File: config.mk
export PLATFORM = sky130hd
export DESIGN_NAME = svm_ctrl
export DESIGN_NICKNAME = d
export VERILOG_FILES = /design/src/shared/svm_pkg.sv /design/src/verilog/svm_ctrl.sv
export SDC_FILE = /design/constraint.sdc
export NUM_CORES = 1
export LEC_CHECK = 0
export BUFFER_PORTS_ARGS = -buffer_cell sky130_fd_sc_hd__clkbuf_2
export CAP_MARGIN = 20
export CORE_MARGIN = 2
export CORE_UTILIZATION = 32
export DETAILED_ROUTE_END_ITERATION = 16
export PLACE_DENSITY = 0.65
export RECOVER_POWER = 50
export SYNTH_ARGS = -nofsm -noshare
export SYNTH_HDL_FRONTEND = slang
export SYNTH_SLANG_ARGS = --single-unit
File: constraint.sdc
create_clock -name clock_i -period 2.1 [get_ports clock_i]
set_clock_uncertainty 0.05 [all_clocks]
set_input_delay 0.525 -clock clock_i [delete_from_list [all_inputs] [get_ports clock_i]]
set_output_delay 0.525 -clock clock_i [all_outputs]
set_load 0.03 [all_outputs]
File: src/shared/svm_pkg.sv
package svm_pkg;

  // ------------------------------------------------------------
  // Timing
  // ------------------------------------------------------------
  localparam int unsigned CLK_MHZ       = 200;
  localparam int unsigned BO_DELAY_US   = 500;
  localparam int unsigned STAB_B_US     = 300;
  localparam int unsigned STAB_C_US     = 1200;
  localparam int unsigned BO_DELAY_CYC  = BO_DELAY_US * CLK_MHZ;
  localparam int unsigned STAB_B_CYC    = STAB_B_US * CLK_MHZ;
  localparam int unsigned STAB_C_CYC    = STAB_C_US * CLK_MHZ;
  localparam int unsigned RST_PULSE_CYC = 16;
  localparam int unsigned CNT_W         = 18;

  // ------------------------------------------------------------
  // Register map
  // ------------------------------------------------------------
  localparam logic [11:0] ADDR_MODE   = 12'h000;
  localparam logic [11:0] ADDR_LEVEL  = 12'h004;
  localparam logic [11:0] ADDR_KEY    = 12'h008;
  localparam logic [11:0] ADDR_STATUS = 12'h00C;
  localparam logic [11:0] ADDR_OPTION = 12'h010;

  localparam logic [15:0] KEY_UNLOCK = 16'hA508;
  localparam logic [15:0] KEY_LOCK   = 16'hA500;

  // Mode register: enable at 2*i, interrupt mode (else reset mode) at 2*i+1.
  localparam int unsigned MODE_EN_B  = 0;
  localparam int unsigned MODE_IRQ_B = 1;
  localparam int unsigned MODE_EN_C  = 2;
  localparam int unsigned MODE_IRQ_C = 3;
  localparam int unsigned LVL_B_LSB  = 0;
  localparam int unsigned LVL_C_LSB  = 4;

  // Option word holds bytes 0x0000_0404 to 0x0000_0407.
  localparam logic [31:0] OPT_ADDR_FIRST = 32'h0000_0404;
  localparam logic [31:0] OPT_ADDR_LAST  = 32'h0000_0407;
  localparam int unsigned OPT_EN_BIT     = 0;
  localparam int unsigned OPT_LVL_LSB    = 1;

  localparam logic [3:0]  MODE_RST   = 4'h0;
  localparam logic [3:0]  LVL_B_RST  = 4'h0;
  localparam logic [1:0]  LVL_C_RST  = 2'h0;
  localparam logic [2:0]  BO_LVL_RST = 3'h0;

  typedef enum logic [1:0] {
    ST_HOLD  = 2'b00,
    ST_RUN   = 2'b01,
    ST_PULSE = 2'b10
  } svm_rst_e;

endpackage : svm_pkg

File: src/verilog/svm_ctrl.sv
// Function
// Hold reset until brown-out comparator reports OK.
// Brown-out acts only after 500 us below.
// Brown-out mode and level from option bytes.
// Monitors B and C disabled after reset.
// Mode register ignores writes while locked.
// Key 0xA508 unlocks, 0xA500 relocks configuration.
// Monitor B silent for 300 us after enable.
// Monitor C silent for 1200 us after enable.
// Monitor B threshold select has sixteen levels.
// Monitor C threshold select has four levels.
// Monitor B reset mode resets, clears mode.
// Monitor C reset mode resets, clears mode.
// Re-enable below threshold cycles reset and run.
// Monitor B interrupt on first low, then crossings.
// Monitor C interrupt on first low, then crossings.
// No interrupt when enabled above threshold.
// Software avoids brown-out level above B level.
// Software keeps B level below C level.
// Software saving data uses interrupt mode.
// Detections set sticky flags, software clears them.
// Comparator outputs pass two-flop synchronisers.
`timescale 1ns/1ps
`default_nettype none

module svm_ctrl #(
  parameter int unsigned BO_CYC   = svm_pkg::BO_DELAY_CYC,
  parameter int unsigned STB_B    = svm_pkg::STAB_B_CYC,
  parameter int unsigned STB_C    = svm_pkg::STAB_C_CYC
) (
  input  wire logic        clock_i,
  input  wire logic        srst_i,
  input  wire logic        psel_i,
  input  wire logic        penable_i,
  input  wire logic        pwrite_i,
  input  wire logic [11:0] paddr_i,
  input  wire logic [31:0] pwdata_i,
  output logic      [31:0] prdata_o,
  output logic             pready_o,
  output logic             pslverr_o,
  input  wire logic [31:0] option_word_i,
  input  wire logic [2:0]  cmp_ok_i,
  output logic      [2:0]  cmp_en_o,
  output logic      [2:0]  brownout_threshold_o,
  output logic      [3:0]  threshold_b_o,
  output logic      [1:0]  threshold_c_o,
  output logic             sys_rst_o,
  output logic             irq_b_o,
  output logic             irq_c_o
);
  import svm_pkg::*;

  // ------------------------------------------------------------
  // State
  // ------------------------------------------------------------
  typedef struct packed {
    logic [2:0]             s1;
    logic [2:0]             s2;
    logic                   opt_ld;
    logic                   bo_en;
    logic [2:0]             bo_lvl;
    svm_rst_e               state;
    logic [CNT_W-1:0]       bo_cnt;
    logic [3:0]             pulse_cnt;
    logic                   unlock;
    logic [3:0]             mode;
    logic [3:0]             lvl_b;
    logic [1:0]             lvl_c;
    logic [1:0]             act;
    logic [1:0]             prev;
    logic [1:0]             flag;
    logic [1:0]             irq;
    logic [1:0][CNT_W-1:0]  stab;
    logic                   rst;
    logic                   rdy;
    logic                   err;
    logic [31:0]            rdata;
  } svm_ctrl_s;

  svm_ctrl_s q;
  svm_ctrl_s d;

  localparam logic [CNT_W-1:0] BO_LIM  = CNT_W'(BO_CYC);
  localparam logic [CNT_W-1:0] LIM_B   = CNT_W'(STB_B - 1);
  localparam logic [CNT_W-1:0] LIM_C   = CNT_W'(STB_C - 1);
  localparam logic [3:0]       PLS_LIM = 4'(RST_PULSE_CYC - 1);

  function automatic logic reg_hit(input logic [11:0] a);
    reg_hit = (a == ADDR_MODE) || (a == ADDR_LEVEL) || (a == ADDR_KEY) ||
              (a == ADDR_STATUS) || (a == ADDR_OPTION);
  endfunction : reg_hit

  logic ok;
  logic bo_trip;
  logic rreq;
  logic wr;

  // ------------------------------------------------------------
  // Next state
  // ------------------------------------------------------------
  always_comb begin
    d       = q;
    d.irq   = 2'b00;
    d.rdy   = 1'b0;
    d.err   = 1'b0;
    rreq    = 1'b0;
    d.s1    = cmp_ok_i;
    d.s2    = q.s1;
    if (!q.opt_ld) begin
      d.opt_ld = 1'b1;
      d.bo_en  = option_word_i[OPT_EN_BIT];
      d.bo_lvl = option_word_i[OPT_LVL_LSB +: 3];
    end
    ok = q.s2[0] | ~q.bo_en;
    // The counter stops at its limit, so a long brown-out never wraps round and lets reset go.
    if (q.s2[0]) begin
      d.bo_cnt = '0;
    end else if (q.bo_cnt != BO_LIM) begin
      d.bo_cnt = q.bo_cnt + 1'b1;
    end
    bo_trip = q.bo_en & ~q.s2[0] & (q.bo_cnt == BO_LIM);

    // Register access completes one cycle into the access phase.
    if (psel_i && penable_i && !q.rdy) begin
      d.rdy = 1'b1;
      d.err = ~reg_hit(paddr_i);
      case (paddr_i)
        ADDR_MODE:   d.rdata = {28'h0, q.mode};
        ADDR_LEVEL:  d.rdata = {26'h0, q.lvl_c, q.lvl_b};
        ADDR_KEY:    d.rdata = {31'h0, q.unlock};
        ADDR_STATUS: d.rdata = {25'h0, q.s2, q.act, q.flag};
        ADDR_OPTION: d.rdata = {28'h0, q.bo_lvl, q.bo_en};
        default:     d.rdata = 32'h0;
      endcase
    end
    wr = psel_i & penable_i & pwrite_i & q.rdy & reg_hit(paddr_i);
    if (wr) begin
      case (paddr_i)
        ADDR_KEY: begin
          if (pwdata_i[15:0] == KEY_UNLOCK) begin
            d.unlock = 1'b1;
          end else if (pwdata_i[15:0] == KEY_LOCK) begin
            d.unlock = 1'b0;
          end
        end
        ADDR_MODE: begin
          if (q.unlock) begin
            d.mode = pwdata_i[3:0];
          end
        end
        ADDR_LEVEL: begin
          if (q.unlock) begin
            d.lvl_b = pwdata_i[LVL_B_LSB +: 4];
            d.lvl_c = pwdata_i[LVL_C_LSB +: 2];
          end
        end
        ADDR_STATUS: d.flag = q.flag & ~pwdata_i[1:0];
        default:     d.flag = d.flag;
      endcase
    end

    // Flags are set after the clear above, so a detection wins.
    for (int i = 0; i < 2; i++) begin
      if (!q.mode[2*i]) begin
        d.act[i]  = 1'b0;
        d.stab[i] = '0;
      end else if (!q.act[i]) begin
        // Prev starts high, so a supply that is already above raises no interrupt.
        if (q.stab[i] == ((i == 0) ? LIM_B : LIM_C)) begin
          d.act[i]  = 1'b1;
          d.prev[i] = 1'b1;
        end else begin
          d.stab[i] = q.stab[i] + 1'b1;
        end
      end else if (q.mode[2*i+1]) begin
        if (q.s2[i+1] != q.prev[i]) begin
          d.prev[i] = q.s2[i+1];
          d.irq[i]  = 1'b1;
          d.flag[i] = 1'b1;
        end
      end else if (!q.s2[i+1]) begin
        rreq = 1'b1;
      end
    end

    // A brown-out trip wins over a monitor reset, since it must hold until the supply recovers.
    case (q.state)
      ST_HOLD: begin
        if (q.opt_ld && ok) begin
          d.state = ST_RUN;
        end
      end
      ST_RUN: begin
        if (bo_trip) begin
          d.state = ST_HOLD;
        end else if (rreq) begin
          d.state     = ST_PULSE;
          d.pulse_cnt = 4'h0;
        end
      end
      ST_PULSE: begin
        if (q.pulse_cnt == PLS_LIM || bo_trip) begin
          d.state = ST_HOLD;
        end else begin
          d.pulse_cnt = q.pulse_cnt + 1'b1;
        end
      end
      default: d.state = ST_HOLD;
    endcase

    // Any internal reset returns the monitors to their disabled state.
    d.rst = (d.state != ST_RUN);
    if (d.rst) begin
      d.mode   = MODE_RST;
      d.lvl_b  = LVL_B_RST;
      d.lvl_c  = LVL_C_RST;
      d.unlock = 1'b0;
      d.act    = 2'b00;
      d.stab   = '0;
      d.flag   = 2'b00;
      d.irq    = 2'b00;
    end
  end

  always_ff @(posedge clock_i) begin
    if (srst_i) begin
      q.s1        <= 3'b110;
      q.s2        <= 3'b110;
      q.opt_ld    <= 1'b0;
      q.bo_en     <= 1'b0;
      q.bo_lvl    <= BO_LVL_RST;
      q.state     <= ST_HOLD;
      q.bo_cnt    <= '0;
      q.pulse_cnt <= 4'h0;
      q.unlock    <= 1'b0;
      q.mode      <= MODE_RST;
      q.lvl_b     <= LVL_B_RST;
      q.lvl_c     <= LVL_C_RST;
      q.act       <= 2'b00;
      q.prev      <= 2'b11;
      q.flag      <= 2'b00;
      q.irq       <= 2'b00;
      q.stab      <= '0;
      q.rst       <= 1'b1;
      q.rdy       <= 1'b0;
      q.err       <= 1'b0;
      q.rdata     <= 32'h0;
    end else begin
      q <= d;
    end
  end

  // ------------------------------------------------------------
  // Outputs
  // ------------------------------------------------------------
  assign prdata_o             = q.rdata;
  assign pready_o             = q.rdy;
  assign pslverr_o            = q.err;
  assign cmp_en_o             = {q.mode[MODE_EN_C], q.mode[MODE_EN_B], q.bo_en};
  assign brownout_threshold_o = q.bo_lvl;
  assign threshold_b_o        = q.lvl_b;
  assign threshold_c_o        = q.lvl_c;
  assign sys_rst_o            = q.rst;
  assign irq_b_o              = q.irq[0];
  assign irq_c_o              = q.irq[1];
endmodule : svm_ctrl

`default_nettype wire

## Word level (Yosys, flattened, before mapping)

Index checks and enable logic that the tools add are counted.

| operators by class | value |
|---|---|
| $add $sub $neg | 4 |
| eq/ne operators | 23 |
| multiplexer cells | 45 |
| bitwise gates (word level) | 21 |
| reduce and logical (&&, ||, !) cells | 30 |

Operators with widths:

| cell | number |
|---|---|
| 18-bit by 1-bit adder with 18-bit output (second input constant) | 3 |
| 7-bit one-hot mux with 5 select lines | 1 |
| 34-bit 2-to-1 mux | 1 |
| 16-bit == test (second input constant) | 2 |
| 1-bit 2-to-1 mux | 32 |
| 12-bit by 4-bit == test with 1-bit output (second input constant) | 2 |
| 18-bit by 16-bit == test with 1-bit output (second input constant) | 1 |
| 18-bit by 17-bit == test with 1-bit output (second input constant) | 1 |
| 18-bit == test (second input constant) | 1 |
| 18-bit by 17-bit inequality test with 1-bit output (second input constant) | 1 |
| 12-bit by 3-bit == test with 1-bit output (second input constant) | 1 |
| 12-bit by 5-bit == test with 1-bit output (second input constant) | 1 |
| 12-bit zero test | 1 |
| 2-bit 2-to-1 mux | 6 |
| 4-bit 2-to-1 mux | 3 |
| 1-bit inverter | 12 |
| 4-bit AND reduction | 3 |
| 2-bit by 1-bit inequality test with 1-bit output (second input constant) | 5 |
| 5-bit OR reduction | 2 |
| 3-bit AND reduction | 3 |
| 4-bit one-hot mux with 2 select lines | 1 |
| 2-bit nonzero test | 4 |
| 1-bit AND | 6 |
| 2-bit inequality test (second input constant) | 3 |
| 16 further kinds | 27 |

| word-level totals | value |
|---|---|
| flip-flop bits (word level) | 125 |
| bits of input ports | 84 |
| output and inout bits | 49 |
| logic and storage cells | 148 |

## Logic depth before layout (Yosys ltp)

| logic depth | value |
|---|---|
| depth in word-level cells | 13 |
| depth in mapped cells | 7 |
| mapped depth without buffers | 6 |

## Worst setup path before layout

No wires, ideal clock.

| timing path | value |
|---|---|
| path kind | in2reg |
| start point | input paddr_i[9] |
| end point | register q, in the netlist threshold_b_o[3] |
| setup time | 119 ps |
| data arrival time | 1769 ps |
| required time | 1931 ps |
| setup slack | 161 ps |
| stages | 7 |
| path buffers | 2 |
| path through | nor4_1 and3_1 clkbuf_1 and4_1 buf_2 mux2i_1 nor2_1 |

| between the ends | value |
|---|---|
| longest elaborated chain between the ends | 7 |
| elaborated cells on any way between the ends | 11 |
| classes of those cells | eq/ne: 4; bitwise: 1; reduce/logical: 6 |

RTL lines:

| element | RTL line | text |
|---|---|---|
| from (decl) | svm_ctrl.sv:36 | `input wire logic [11:0] paddr_i,` |
| 12-bit by 3-bit == test with 1-bit output or 12-bit zero test (tied branches) | svm_ctrl.sv:89, svm_ctrl.sv:138 |  |
| 1-bit logical OR (3 in a row) | svm_ctrl.sv:89 | `reg_hit = (a == ADDR_MODE) \|\| (a == ADDR_LEVEL) \|\| (a == ADDR_KEY) \|\|` |
| 1-bit logical OR | svm_ctrl.sv:90 | `(a == ADDR_STATUS) \|\| (a == ADDR_OPTION);` |
| 1-bit AND | svm_ctrl.sv:136 | `wr = psel_i & penable_i & pwrite_i & q.rdy & reg_hit(paddr_i);` |
| 3-bit AND reduction (no source line) * | - |  |
| to (decl) | svm_ctrl.sv:80 | `svm_ctrl_s q;` |

Every way passes the cells marked *; elsewhere a longest branch is shown, timed or not.
A chain may end at the register's enable or synchronous reset.

## Final worst setup path

| timing path | value |
|---|---|
| start point | register q[61] (netlist name) |
| end point | register q[68] (netlist name) |

| between the ends | value |
|---|---|
| longest elaborated chain between the ends | 3 |
| elaborated cells on any way between the ends | 4 |
| classes of those cells | add/sub: 1; eq/ne: 1; bitwise: 1; reduce/logical: 1 |

RTL lines:

| element |
|---|
| branches (longest 3 deep; another with 18-bit by 1-bit adder with 18-bit output) |

Parallel ways; which one is timed is not known.

==> results.cfg <==
[clocking]
ctsHoldBuffers = 0
cts-root-buf = clkbuf_16
cts_tree = yes
cts-buffers-inserted = 9
post_cts_buffers = 0
insertion_delay_ns = 0.34
cts-resized-gates = 0
htreeDepth = 3
clock_path_buffers = 2
clkSinkCount = 100
clkTransAtPathRegs_ns = 0.07

[pwr]
p_sw_mw = 0.931
swShare_pct = 24.7
internal_power_mw = 2.84
comb_power_share_pct = 6.0
ir_drop_v = 0.000518
clkPwrFrac_pct = 42.8
power_density_nw_per_um2 = 689
pwr-share-seq_pct = 51.2
p_leak_nw = 1.99

[yosys]
syn_area_per_cell_sq_um = 8.87
yosys_warnings = 0
synth_seq_area_share_pct = 41.4
ys_seq_elements = 100
synth_edf_count = 0
synth_cell_types = 62
ys.flop_type = dfxtp_1
syn_inst = 545
syn_area_sq_um = 4830
synthArstFlopShare_pct = 0

[placed_design]
gp_congestion = 0.810
portBuffers = 63
hpwl_um = 7180
pre_cts_ws_ns = 0.123

[cells_and_area]
final_cell_mix = dfxtp_1 (100), nor2_1 (77), clkbuf_2 (38)
multi_input_area_sq_um = 2460
nFillCells = 1540
nets = 687
drive_above_1_share_pct = 13.8
area_growth_pct = 13.3
regArea_sq_um = 2000
insertedDiodeCount = 0
final_common_cell = dfxtp_1

[worst_setup_path]
crit_arrival_ns = 2.16
cp-end-kind = register
crit_required_ns = 2.33
r2r_cells = 4
crit_path_cell_trace = nand4_2 -> or4_4 -> or4_4 -> a21oi_2
critPathLaunchType = register
reg2reg_to = q[68]
critPathKind = reg2reg
path_max_fanout = 6
critPathSlowestCell = or4_4
r2r-start = q[61]
cp_common_cell = or4_4
ff2ff_setup_slack_ns = 0.17
slowest_delay_ns = 0.56

[timing]
setup_viol = 0
max_slew_margin_pct = 45.0
rsz0062_at_grt = no
max_freq_ghz = 0.519
setup_tns_ns = 0
fin_crit_sh_pct = 91.7
timing.final.crit_period_ns = 1.93
finalMaxSlewViolations = 0
fin_ws_ns = 0.175
fin_hold_ws_ns = 0.308
worstMarginPinSlew_ns = 0.825
hold_viol_final = 0

[route]
drt_iter0_drc = 152
first_pass_iters = 4
avgViaCountPerCell = 4.81
vias = 3788
wl_per_cell_um = 12.4
route.detailed.drc = 0
ant_nets = 0
drt-total-wl_um = 9750

[grt]
grt_usage_pct = 12.6
antenna_found_initial = 0
grt-ovfl-total = 0
grt_start_max_net_pins = 21
grt_pass1_vias = 3575
grt_pass1_wl_um = 16800

[hold_path]
holdPathStages = 2
min_to = d[120]
hold_path.class = in2reg
worst_hold_startpoint = cmp_ok_i[1]

[outcome]
status = finished clean

[die]
ios = 133
die_area_sq_um = 16100
die_x_um = 127
die_h_um = 127
core_sq_um = 14600
start_util_pct = 33.0
rows = 44

[job]
drv_cap = 0
synthesized netlist by cell type (all sizes together), types with 15 or more instances:
cell type	count	area (sq um)
nand4	21	144
nand2	33	124
xor2	24	210
mux2i	23	230
a21oi	15	78.8
buf	49	354
xnor2	19	166
nor2	78	295
dfxtp	100	2000
o21ai	18	90.1
nand3	16	80.1
worst max-delay path: cells and delay by family, from the launching register on:
family	cells	cell delay (ns)
DFF	1	0.45
and+or+nand+nor	3	1.24
AOI/OAI and AO/OA	1	0.13
flip-flops by register name (all words and copies together), names as in the netlist, 2 cells and up:
signal / count
brownout_threshold_o: 3
cmp_en_o: 3
d: 3
prdata_o: 7
q: 73
threshold_b_o: 4
threshold_c_o: 2
logic make-up (layout without fill, tap and decap cells):
family                     after synthesis  in the layout  share of synthesized area (%)
xor gates and xnor gates                43             43                           7.79
DFF                                    100            100                           41.4
other                                    1             25                         0.0776
adders and majority gates                5              5                           1.29
AOI/OAI and AO/OA                       64             64                           9.01
muxes                                   24             24                           5.00
buffers and inverters                   75            109                           9.55
and+or+nand+nor                        233            233                           25.9
layout make-up:
type	instances	area share (%)
well taps	184	4.20
flip-flops and latches	100	36.6
multi-input cells	394	44.9
inverters	13	0.891
clock buffers	10	4.36
clock inverters	6	1.01
repair buffers	80	8.06
through the flow:
| stage | std cells | utilization, % | instance area [sq um] | power, mW |
|---|---|---|---|---|
| 2_1_floorplan | 569 | - | 4920 | 2.17 |
| 3_3_place_gp | 771 | 35.7 | 5220 | 2.21 |
| 3_5_place_dp | 771 | 35.7 | 5220 | 2.21 |
| 4_1_cts | 787 | 37.7 | 5520 | 3.83 |
| 5_1_grt | 787 | 37.4 | 5480 | 3.93 |
| 6_report | 787 | 37.4 | 5480 | 3.77 |
power by group through the flow:
| stage | sequential (mW) | combinational, mW | clock [mW] |
|---|---|---|---|
| final | 1.93 | 0.228 | 1.61 |
| after floorplan | 1.98 | 0.192 | 0 |
| after detailed placement | 1.98 | 0.231 | 0 |
| after global placement | 1.98 | 0.229 | 0 |
| after global routing | 1.94 | 0.251 | 1.74 |
| after CTS | 1.93 | 0.231 | 1.67 |
worst max path at each step:
stage / startpoint / end / slack (ns) / cells past startpoint
6_report: q[61] / q[68] / 0.17 / 4
5_1_grt: q[99] / irq_c_o / 0.01 / 6
4_1_cts: q[61] / q[68] / 0.18 / 4
2_1_floorplan: paddr_i[9] / threshold_b_o[3] / 0.16 / 7
3_3_place_gp: paddr_i[9] / threshold_c_o[1] / 0.13 / 7
3_5_place_dp: paddr_i[9] / threshold_c_o[0] / 0.12 / 7
metal layers:
metal	share of wire (%)	track usage, %	vias up
li1	-	-	1954
met1	50	17.2	1770
met2	45	19.7	57
met3	3.7	3.25	7
met4	0.83	3.49	0
met5	0	0	-
Note: power is estimated with default switching activity, not from simulation.
